**src/rtl/caption_route_consts.vh**
```
// Constants for the caption routing and mode selection block.
`ifndef CAPTION_ROUTE_CONSTS_VH
`define CAPTION_ROUTE_CONSTS_VH
`define SEL_W              4
`define ROUTE_INS_LAST     4'h2
`define ROUTE_BOTH_FIRST   4'h3
`define ROUTE_BOTH_LAST    4'h7
`define ROUTE_EXT_A        4'h8
`define ROUTE_EXT_B        4'h9
`define ROUTE_INS_SPLIT    4'h0
`define ROUTE_INS_SERIAL   4'h1
`define ROUTE_INS_ETH      4'h2
`define BRIDGE_AB_BOTH     4'h1
`define BRIDGE_BA_BOTH     4'h2
`define BRIDGE_AB_F1       4'h3
`define BRIDGE_BA_F1       4'h4
`define BRIDGE_AB_F2       4'h5
`define BRIDGE_BA_F2       4'h6
`define MODE_NONE          2'h0
`define MODE_INS           2'h1
`define MODE_BOTH          2'h2
`define MODE_EXT           2'h3
`define BUF_DEPTH          2
`endif

```
**src/rtl/caption_route_mode_select.v**
```verilog
// Caption routing, bridging and monitor selection for a two-channel caption card.
// Notes on behaviour
// [RQ1] Routing selector groups: 0-2, 3-7, 8-9.
// [RQ2] Bridge selector picks direction and fields.
// [RQ3] Insert-only: 0 split, 1 serial, 2 ethernet.
// [RQ4] Channel A odd outputs, B even outputs.
// [RQ5] Monitor outputs burn in output captions.
// [RQ6] Locked channel inserts received data at once.
// [RQ7] Extraction leaves pass-through captions untouched.
// [RQ8] Bridging extracts source, inserts into destination.
// [RQ9] Bridge source output keeps its captions.
// [RQ10] Channels run independently, no mutual timing; a shared host word is taken only when both channels are ready.
// [RQ11] Extract and insert on a channel together.
// [RQ12] Extract only incoming captions, never inserted ones.
// [RQ13] Value 8 extracts A, 9 extracts B.
// [RQ14] Bridge destination rate must not be slower.
// [RQ15] Undefined routing codes route nothing.
`timescale 1ns/100ps
`include "caption_route_consts.vh"
module caption_route_mode_select #(
    parameter DW = 8
) (
    input  wire          i_clk,
    input  wire          i_rst_n,
    input  wire [3:0]    i_routing_selector,
    input  wire [3:0]    i_bridge_selector,
    input  wire          i_lock_a,
    input  wire          i_lock_b,
    input  wire          i_field2_a,
    input  wire          i_field2_b,
    input  wire [DW-1:0] i_in_cc_a,
    input  wire          i_in_cc_valid_a,
    input  wire [DW-1:0] i_in_cc_b,
    input  wire          i_in_cc_valid_b,
    input  wire [DW-1:0] i_serial_rx_data,
    input  wire          i_serial_rx_valid,
    output reg           o_serial_rx_ready,
    input  wire [DW-1:0] i_eth_rx_data,
    input  wire          i_eth_rx_valid,
    output reg           o_eth_rx_ready,
    input  wire          i_ins_ready_a,
    input  wire          i_ins_ready_b,
    output reg  [DW-1:0] o_ins_data_a,
    output reg           o_ins_valid_a,
    output reg  [DW-1:0] o_ins_data_b,
    output reg           o_ins_valid_b,
    output reg  [DW-1:0] o_serial_tx_data,
    output reg           o_serial_tx_valid,
    output reg  [DW-1:0] o_eth_tx_data,
    output reg           o_eth_tx_valid,
    output reg           o_out1_src_b,
    output reg           o_out2_src_b,
    output reg           o_mon3_src_b,
    output reg           o_mon4_src_b,
    output reg  [1:0]    o_mode
);
    reg        rst_s1_r;
    reg        rst_n_r;
    reg  [1:0] mode_nxt;
    reg        ins_ser_a;
    reg        ins_eth_a;
    reg        ins_ser_b;
    reg        ins_eth_b;
    reg        ext_a_ser;
    reg        ext_a_eth;
    reg        ext_b_ser;
    reg        ext_b_eth;
    reg        br_ab;
    reg        br_ba;
    reg        br_f1;
    reg        br_f2;

    // Reset is released through two flops so every register leaves reset on the same edge.
    always @(posedge i_clk or negedge i_rst_n) begin
        if (!i_rst_n) begin
            rst_s1_r <= 1'b0;
            rst_n_r  <= 1'b0;
        end else begin
            rst_s1_r <= 1'b1;
            rst_n_r  <= rst_s1_r;
        end
    end

    // Routing decode; codes outside 0..9 leave every port idle.
    always @* begin
        mode_nxt  = `MODE_NONE;
        ins_ser_a = 1'b0;
        ins_eth_a = 1'b0;
        ins_ser_b = 1'b0;
        ins_eth_b = 1'b0;
        ext_a_ser = 1'b0;
        ext_a_eth = 1'b0;
        ext_b_ser = 1'b0;
        ext_b_eth = 1'b0;
        case (i_routing_selector)
            4'h0: begin
                mode_nxt  = `MODE_INS; // RQ1
                ins_ser_a = 1'b1; // RQ3
                ins_eth_b = 1'b1;
            end
            4'h1: begin
                mode_nxt  = `MODE_INS;
                ins_ser_a = 1'b1; // RQ3
                ins_ser_b = 1'b1;
            end
            4'h2: begin
                mode_nxt  = `MODE_INS;
                ins_eth_a = 1'b1; // RQ3
                ins_eth_b = 1'b1;
            end
            4'h3: begin
                mode_nxt  = `MODE_BOTH; // RQ1
                ins_ser_a = 1'b1; // RQ11
                ins_eth_b = 1'b1;
                ext_a_ser = 1'b1;
                ext_b_eth = 1'b1;
            end
            4'h4, 4'h7: begin
                mode_nxt  = `MODE_BOTH;
                ins_ser_a = (i_routing_selector == 4'h4);
                ins_ser_b = (i_routing_selector == 4'h4);
                ins_eth_a = (i_routing_selector == 4'h7);
                ins_eth_b = (i_routing_selector == 4'h7);
                ext_a_ser = 1'b1;
                ext_a_eth = 1'b1;
            end
            4'h5, 4'h6: begin
                mode_nxt  = `MODE_BOTH;
                ins_eth_a = (i_routing_selector == 4'h5);
                ins_eth_b = (i_routing_selector == 4'h5);
                ins_ser_a = (i_routing_selector == 4'h6);
                ins_ser_b = (i_routing_selector == 4'h6);
                ext_b_ser = 1'b1;
                ext_b_eth = 1'b1;
            end
            `ROUTE_EXT_A: begin
                mode_nxt  = `MODE_EXT; // RQ1
                ext_a_ser = 1'b1; // RQ13
                ext_a_eth = 1'b1;
            end
            `ROUTE_EXT_B: begin
                mode_nxt  = `MODE_EXT;
                ext_b_ser = 1'b1; // RQ13
                ext_b_eth = 1'b1;
            end
            default: begin
                mode_nxt  = `MODE_NONE; // RQ15
            end
        endcase
    end

    // Bridge decode; 0 and 7..F leave both channels unbridged.
    always @* begin
        br_ab = 1'b0;
        br_ba = 1'b0;
        br_f1 = 1'b0;
        br_f2 = 1'b0;
        case (i_bridge_selector)
            `BRIDGE_AB_BOTH, `BRIDGE_BA_BOTH: begin
                br_ab = (i_bridge_selector == `BRIDGE_AB_BOTH); // RQ2
                br_ba = (i_bridge_selector == `BRIDGE_BA_BOTH);
                br_f1 = 1'b1;
                br_f2 = 1'b1;
            end
            `BRIDGE_AB_F1, `BRIDGE_BA_F1: begin
                br_ab = (i_bridge_selector == `BRIDGE_AB_F1); // RQ2
                br_ba = (i_bridge_selector == `BRIDGE_BA_F1);
                br_f1 = 1'b1;
            end
            `BRIDGE_AB_F2, `BRIDGE_BA_F2: begin
                br_ab = (i_bridge_selector == `BRIDGE_AB_F2); // RQ2
                br_ba = (i_bridge_selector == `BRIDGE_BA_F2);
                br_f2 = 1'b1;
            end
            default: begin
                br_ab = 1'b0;
            end
        endcase
    end

    // A word from the source channel is bridged only in a selected field.
    wire bridge_a_word = br_ab && i_in_cc_valid_a && (i_field2_a ? br_f2 : br_f1); // RQ8
    wire bridge_b_word = br_ba && i_in_cc_valid_b && (i_field2_b ? br_f2 : br_f1); // RQ8

    // Insertion sources per channel. Bridge words win over host words; a host port feeding only that channel is stalled, a shared one feeds the other channel alone.
    wire          ser_to_a = ins_ser_a && !bridge_b_word;
    wire          eth_to_a = ins_eth_a && !bridge_b_word;
    wire          ser_to_b = ins_ser_b && !bridge_a_word;
    wire          eth_to_b = ins_eth_b && !bridge_a_word;
    wire [DW-1:0] feed_a   = bridge_b_word ? i_in_cc_b : (ser_to_a ? i_serial_rx_data : i_eth_rx_data);
    wire [DW-1:0] feed_b   = bridge_a_word ? i_in_cc_a : (ser_to_b ? i_serial_rx_data : i_eth_rx_data);
    wire          feed_va  = i_lock_a && (bridge_b_word || (ser_to_a && i_serial_rx_valid) ||
                             (eth_to_a && i_eth_rx_valid)); // RQ6
    wire          feed_vb  = i_lock_b && (bridge_a_word || (ser_to_b && i_serial_rx_valid) ||
                             (eth_to_b && i_eth_rx_valid)); // RQ6
    wire          rdy_a;
    wire          rdy_b;
    wire [DW-1:0] buf_da;
    wire [DW-1:0] buf_db;
    wire          buf_va;
    wire          buf_vb;
    // A host word shared by both channels is taken only when both can accept it.
    // The host still shows a taken word until it sees ready, so that cycle must not take it again.
    wire          take_ser = i_serial_rx_valid && !o_serial_rx_ready && ((ser_to_a && ser_to_b) ?
                             (rdy_a && rdy_b && i_lock_a && i_lock_b) :
                             ((ser_to_a && rdy_a && i_lock_a) || (ser_to_b && rdy_b && i_lock_b)));
    wire          take_eth = i_eth_rx_valid && !o_eth_rx_ready && ((eth_to_a && eth_to_b) ?
                             (rdy_a && rdy_b && i_lock_a && i_lock_b) :
                             ((eth_to_a && rdy_a && i_lock_a) || (eth_to_b && rdy_b && i_lock_b)));
    wire          push_a   = feed_va && (bridge_b_word || (ser_to_a ? take_ser : take_eth));
    wire          push_b   = feed_vb && (bridge_a_word || (ser_to_b ? take_ser : take_eth));
    wire          out_ack_a = !o_ins_valid_a || i_ins_ready_a;
    wire          out_ack_b = !o_ins_valid_b || i_ins_ready_b;

    // Per-channel buffers, each on its own stream handshake.
    caption_skid_buffer #(.W(DW)) u_buf_a (
        .i_clk   (i_clk),
        .i_rst_n (rst_n_r),
        .i_data  (feed_a),
        .i_valid (push_a),
        .o_ready (rdy_a),
        .o_data  (buf_da),
        .o_valid (buf_va),
        .i_ready (out_ack_a)
    ); // RQ10
    caption_skid_buffer #(.W(DW)) u_buf_b (
        .i_clk   (i_clk),
        .i_rst_n (rst_n_r),
        .i_data  (feed_b),
        .i_valid (push_b),
        .o_ready (rdy_b),
        .o_data  (buf_db),
        .o_valid (buf_vb),
        .i_ready (out_ack_b)
    ); // RQ10

    // Output registers. Extraction taps only incoming words, so inserted captions never echo back.
    always @(posedge i_clk or negedge rst_n_r) begin
        if (!rst_n_r) begin
            o_mode            <= `MODE_NONE;
            o_ins_data_a      <= {DW{1'b0}};
            o_ins_valid_a     <= 1'b0;
            o_ins_data_b      <= {DW{1'b0}};
            o_ins_valid_b     <= 1'b0;
            o_serial_tx_data  <= {DW{1'b0}};
            o_serial_tx_valid <= 1'b0;
            o_eth_tx_data     <= {DW{1'b0}};
            o_eth_tx_valid    <= 1'b0;
            o_serial_rx_ready <= 1'b0;
            o_eth_rx_ready    <= 1'b0;
            o_out1_src_b      <= 1'b0;
            o_out2_src_b      <= 1'b1;
            o_mon3_src_b      <= 1'b0;
            o_mon4_src_b      <= 1'b1;
        end else begin
            o_mode <= mode_nxt; // RQ1
            if (out_ack_a) begin
                o_ins_valid_a <= buf_va; // RQ6
                o_ins_data_a  <= buf_da;
            end
            if (out_ack_b) begin
                o_ins_valid_b <= buf_vb;
                o_ins_data_b  <= buf_db;
            end
            // Serial gets A when both extract to it; B's word is then dropped (host link is text only).
            o_serial_tx_valid <= (ext_a_ser && i_in_cc_valid_a) || (ext_b_ser && i_in_cc_valid_b); // RQ12
            o_serial_tx_data  <= (ext_a_ser && i_in_cc_valid_a) ? i_in_cc_a : i_in_cc_b; // RQ7
            o_eth_tx_valid    <= (ext_a_eth && i_in_cc_valid_a) || (ext_b_eth && i_in_cc_valid_b); // RQ12
            o_eth_tx_data     <= (ext_a_eth && i_in_cc_valid_a) ? i_in_cc_a : i_in_cc_b; // RQ7
            o_serial_rx_ready <= take_ser;
            o_eth_rx_ready    <= take_eth;
            // Fixed video routing; bridging never strips the source output's captions.
            o_out1_src_b <= 1'b0; // RQ4
            o_out2_src_b <= 1'b1; // RQ4
            o_mon3_src_b <= o_out1_src_b; // RQ5
            o_mon4_src_b <= o_out2_src_b; // RQ9
        end
    end
endmodule

```
**src/rtl/caption_skid_buffer.v**
```verilog
// Two-entry valid/ready buffer used in each caption insertion path.
`timescale 1ns/100ps
module caption_skid_buffer #(
    parameter W = 8
) (
    input  wire         i_clk,
    input  wire         i_rst_n,
    input  wire [W-1:0] i_data,
    input  wire         i_valid,
    output wire         o_ready,
    output wire [W-1:0] o_data,
    output wire         o_valid,
    input  wire         i_ready
);
    reg [W-1:0] mem_r [0:1];
    reg         wp_r;
    reg         rp_r;
    reg [1:0]   cnt_r;
    wire        push = i_valid && (cnt_r != 2'd2);
    wire        pop  = i_ready && (cnt_r != 2'd0);

    assign o_ready = (cnt_r != 2'd2);
    assign o_valid = (cnt_r != 2'd0);
    assign o_data  = mem_r[rp_r];

    // Pointers and fill count; a full buffer lowers o_ready, and a word pushed while it is full is dropped.
    always @(posedge i_clk or negedge i_rst_n) begin
        if (!i_rst_n) begin
            wp_r  <= 1'b0;
            rp_r  <= 1'b0;
            cnt_r <= 2'd0;
        end else begin
            if (push) begin
                wp_r <= ~wp_r;
            end
            if (pop) begin
                rp_r <= ~rp_r;
            end
            cnt_r <= cnt_r + {1'b0, push} - {1'b0, pop};
        end
    end

    // Storage has no reset; empty entries are never presented.
    always @(posedge i_clk) begin
        if (push) begin
            mem_r[wp_r] <= i_data;
        end
    end
endmodule

```
**config.mk**
```make
export PLATFORM = sky130hd
export DESIGN_NAME = caption_route_mode_select
export DESIGN_NICKNAME = d
export VERILOG_FILES = /design/src/rtl/caption_route_mode_select.v /design/src/rtl/caption_skid_buffer.v
export VERILOG_INCLUDE_DIRS = /design/src /design/src/rtl
export SDC_FILE = /design/constraint.sdc
export NUM_CORES = 1
export LEC_CHECK = 0
export BUFFER_PORTS_ARGS = -buffer_cell sky130_fd_sc_hd__buf_2
export CAP_MARGIN = 20
export CELL_PAD_IN_SITES_DETAIL_PLACEMENT = 0
export CELL_PAD_IN_SITES_GLOBAL_PLACEMENT = 1
export CORE_ASPECT_RATIO = 0.5
export CORE_MARGIN = 5
export CORE_UTILIZATION = 40
export CTS_CLUSTER_DIAMETER = 200
export DETAILED_ROUTE_END_ITERATION = 8
export PLACE_DENSITY = 0.87
export SYNTH_ARGS = -nofsm -noshare
export SYNTH_HDL_FRONTEND = slang
export SYNTH_SLANG_ARGS = --single-unit
```
**constraint.sdc**
```tcl
create_clock -name i_clk -period 3.5 [get_ports i_clk]
set_input_delay 0 -clock i_clk [delete_from_list [all_inputs] [get_ports i_clk]]
set_output_delay 0 -clock i_clk [all_outputs]
set_load 0.005 [all_outputs]
```
==> flow_metrics.py <==
metrics = {
    "status": {
        "status": "finished clean",
    },
    "cts": {
        "clk_pin_slew_worst_paths_ns": 0.06,
        "clockRootBuffer": "clkbuf_16",
        "cts.sinks": 82,
        "cts_hold_buf": 27,
        "clk-insertion-delay-late_ns": 0.34,
        "clockBufferDepth": 2,
        "cts_tree": "built",
        "cts-resized-gates": 0,
        "cts_buffers": 9,
        "htreeDepth": 3,
        "post_cts_buffers": 0,
    },
    "finish": {
        "stdcell_count": 551,
        "final_cell_mix": "buf_2, dfrtp_1, mux2i_1",
        "ff_latch_area_sq_um": 2210,
        "fin_nets": 481,
        "fillCellCount": 807,
        "antenna_cells": 0,
        "syn2layout_area_growth_pct": 28.9,
        "multi_input_area_sq_um": 1420,
        "final_common_cell": "buf_2",
        "drive_gt1_share_pct": 30.2,
        "final_util_pct": 52.2,
    },
    "floorplan": {
        "die_y_um": 78.7,
        "num_io_pins": 96,
        "coreArea_sq_um": 9320,
        "core.rowCount": 25,
        "die_area_sq_um": 11600,
        "initial_core_util_pct": 40.5,
        "die_w_um": 147,
    },
    "place": {
        "hpwl_mm": 6.23,
        "gp_congestion": 0.800,
        "place_inst": 507,
        "place_ws_ns": 0.888,
        "port_buffers": 91,
    },
    "pwr": {
        "pwr-share-clk_pct": 30.9,
        "peakVddDrop_v": 0.000317,
        "seq_power_share_pct": 46.3,
        "powerDensity_nw_per_um2": 589,
        "p_sw_share_pct": 29.1,
        "p_switching_mw": 0.834,
        "p_leak_nw": 2.18,
        "finalPower_mw": 2.87,
        "comb_power_share_pct": 22.8,
        "p_int_mw": 2.03,
    },
    "critical_path": {
        "timing.critical_path.to_type": "flip-flop",
        "crit_slowest_cell": "nor2b_1",
        "r2r_cells": 6,
        "crit_chain": "inv_1, o21ai_0, nor3_1, a221oi_1, a211oi_4, nor2b_1",
        "crit_required_ns": 3.47,
        "critPathLaunchType": "flip-flop",
        "r2r_start": "u_buf_a.cnt_r[1]",
        "r2r_setup_slack_ns": 1.14,
        "reg2reg_to": "u_buf_a.mem_r[0][7]",
        "crit_path_max_incr_delay_ns": 0.62,
        "arrival_ns": 2.33,
        "crit_fanout": 8,
        "critPathKind": "flip-flop to flip-flop",
    },
    "min_path": {
        "holdPathEnd": "o_mode[0]",
        "min_path_cells": 2,
        "hold_class": "primary input to flip-flop",
        "hp-start": "i_routing_selector[2]",
    },
    "timing": {
        "fin_ws_ns": 1.14,
        "fin_tns_setup_ns": 0,
        "rsz0062_at_grt": "no",
        "clock_skew_ns": 0.00605,
        "worst_pin_slew_ns": 0.947,
        "timing.final.hold_violations": 0,
        "period_share_pct": 67.4,
        "min_period_ns": 2.36,
        "fmax_mhz": 424,
        "relSlewSlack_pct": 36.7,
        "finalSetupViolCount": 0,
        "maxSlewViolCount": 0,
    },
    "logic_synthesis": {
        "synth.area.top_cells": "dfrtp_1, edfxtp_1, mux2i_1",
        "yosys.area.top_type": "dfrtp_1",
        "synthCells": 311,
        "synth_ff_type": "dfrtp_1",
        "synth_edf_count": 32,
        "synth.top_cell.area_share_pct": 33.1,
        "ys_seq_area_share_pct": 58.6,
        "synth_area_sq_um": 3780,
        "yosys_warnings": 0,
        "ys_ff_latch": 82,
        "synth_cell_type_count": 44,
        "avgSynthCellArea_sq_um": 12.1,
        "synth_async_sr_flop_share_pct": 61.0,
    },
    "routing": {
        "vias": 2672,
        "drt_iter0_drc": 117,
        "finalWirelength_mm": 8.71,
        "drtPass1Iterations": 4,
        "wl_per_cell_um": 15.8,
        "ant_nets": 0,
        "drc_errors": 0,
        "viasPerCell": 4.85,
    },
    "global_routing": {
        "grt_max_degree": 49,
        "grt_pass1_vias": 2674,
        "grt_util_all_layers_pct": 15.8,
        "overflow": 0,
        "antenna_found_initial": 0,
        "grt_pass1_wl_mm": 14.0,
    },
    "run": {
        "maxCapViolCount": 0,
    },
}
state kept, by name, summed over array words and instances, names as in the netlist:
| signal | flops |
|---|---|
| o_eth_rx_ready | 1 |
| u_buf_b.rp_r | 1 |
| u_buf_a.wp_r | 1 |
| u_buf_b.wp_r | 1 |
| o_serial_tx_data | 8 |
| u_buf_b.cnt_r | 2 |
| o_eth_tx_valid | 1 |
| o_ins_data_a | 8 |
| rst_s1_r | 1 |
| o_serial_rx_ready | 1 |
| u_buf_b.mem_r | 16 |
| rst_n_r | 1 |
| o_eth_tx_data | 8 |
| u_buf_a.cnt_r | 2 |
| o_ins_valid_a | 1 |
| u_buf_a.rp_r | 1 |
| o_serial_tx_valid | 1 |
| o_ins_valid_b | 1 |
| u_buf_a.mem_r | 16 |
| o_mode | 2 |
| o_ins_data_b | 8 |
cell families (layout without fill, tap and decap cells):
group                      count (synthesis)  after routing  synth area share, %
and+or+nand+nor                           76             76                 9.84
muxes                                     52             52                 14.3
DFF                                       82             82                 58.6
other                                      2              5                0.199
buffers and inverters                     29            145                 4.04
adders and majority gates                  4              4                 1.32
AOI/OAI and AO/OA                         55             55                 9.14
xor gates and xnor gates                  11             11                 2.55
area by class of cell:
type                    count  area share (%)
clock buffers              13            5.35
clock inverters             3           0.514
inverters                   7           0.540
multi-input cells         203            29.2
flip-flops and latches     82            45.5
well taps                 121            3.11
repair buffers            122            15.8
metrics by stage:
stage,hold WS (ns),area (sq um)
floorplan,-0.296,3790
global placement,-0.215,4290
detailed placement,-0.213,4290
CTS,0.00176,4850
global route,0.0106,4870
finish,0.0162,4870
power groups by stage:
stage          clock network (mW)  logic [mW]  registers [mW]
2_1_floorplan                   0       0.420            1.30
3_3_place_gp                    0       0.612            1.35
3_5_place_dp                    0       0.621            1.36
4_1_cts                     0.910       0.648            1.34
5_1_grt                     0.970       0.734            1.36
6_report                    0.885       0.653            1.33
cells in the mapped netlist (2+ instances only):
library cell and n:
xor2_1 5, clkbuf_1 11, ha_1 4, and2_1 2, o31ai_1 3, xnor2_1 6, edfxtp_1 32, o21ai_0 19
inv_1 7, o21ai_1 8, buf_2 2, buf_4 7, buf_6 2, mux2_2 11, nor2b_1 7, nor2_1 20
dfrtp_1 50, a21oi_1 10, nand2_1 32, o21ai_2 2, nor3_1 4, conb_1 2, mux2i_1 35, nand2b_1 4
o22ai_1 2, mux2_1 6
layer usage:
layer,vias to the layer above,routed length [um],global-route usage (%),part of all wire (%)
li1,1314,-,-,-
met1,1289,3960,20.2,45
met2,60,4160,25.7,48
met3,9,486,4.79,5.6
met4,0,110,5.30,1.3
met5,-,0,0,0
worst max-delay path, delay by kind of cell (launching register included):
family,cells,cell delay [ns]
and+or+nand+nor,2,0.82
AOI/OAI and AO/OA,3,0.69
DFF,1,0.42
buffers and inverters,1,0.06
how the worst max path moves through the flow:
stage / start / end / slack (ns) / cells after the start
after global placement: i_bridge_selector[2] / u_buf_b.mem_r[0][4] / 1.0 / 7
after floorplan: u_buf_a.cnt_r[1] / u_buf_a.mem_r[0][0] / 1.52 / 6
final: u_buf_a.cnt_r[1] / u_buf_a.mem_r[0][7] / 1.14 / 6
after detailed placement: i_bridge_selector[2] / u_buf_b.mem_r[0][0] / 0.89 / 7
after CTS: u_buf_a.cnt_r[1] / u_buf_a.mem_r[0][6] / 1.13 / 6
after global routing: o_ins_valid_b / u_buf_b.cnt_r[1] / 0.95 / 7
No activity file was read; power rests on OpenSTA's default activity.
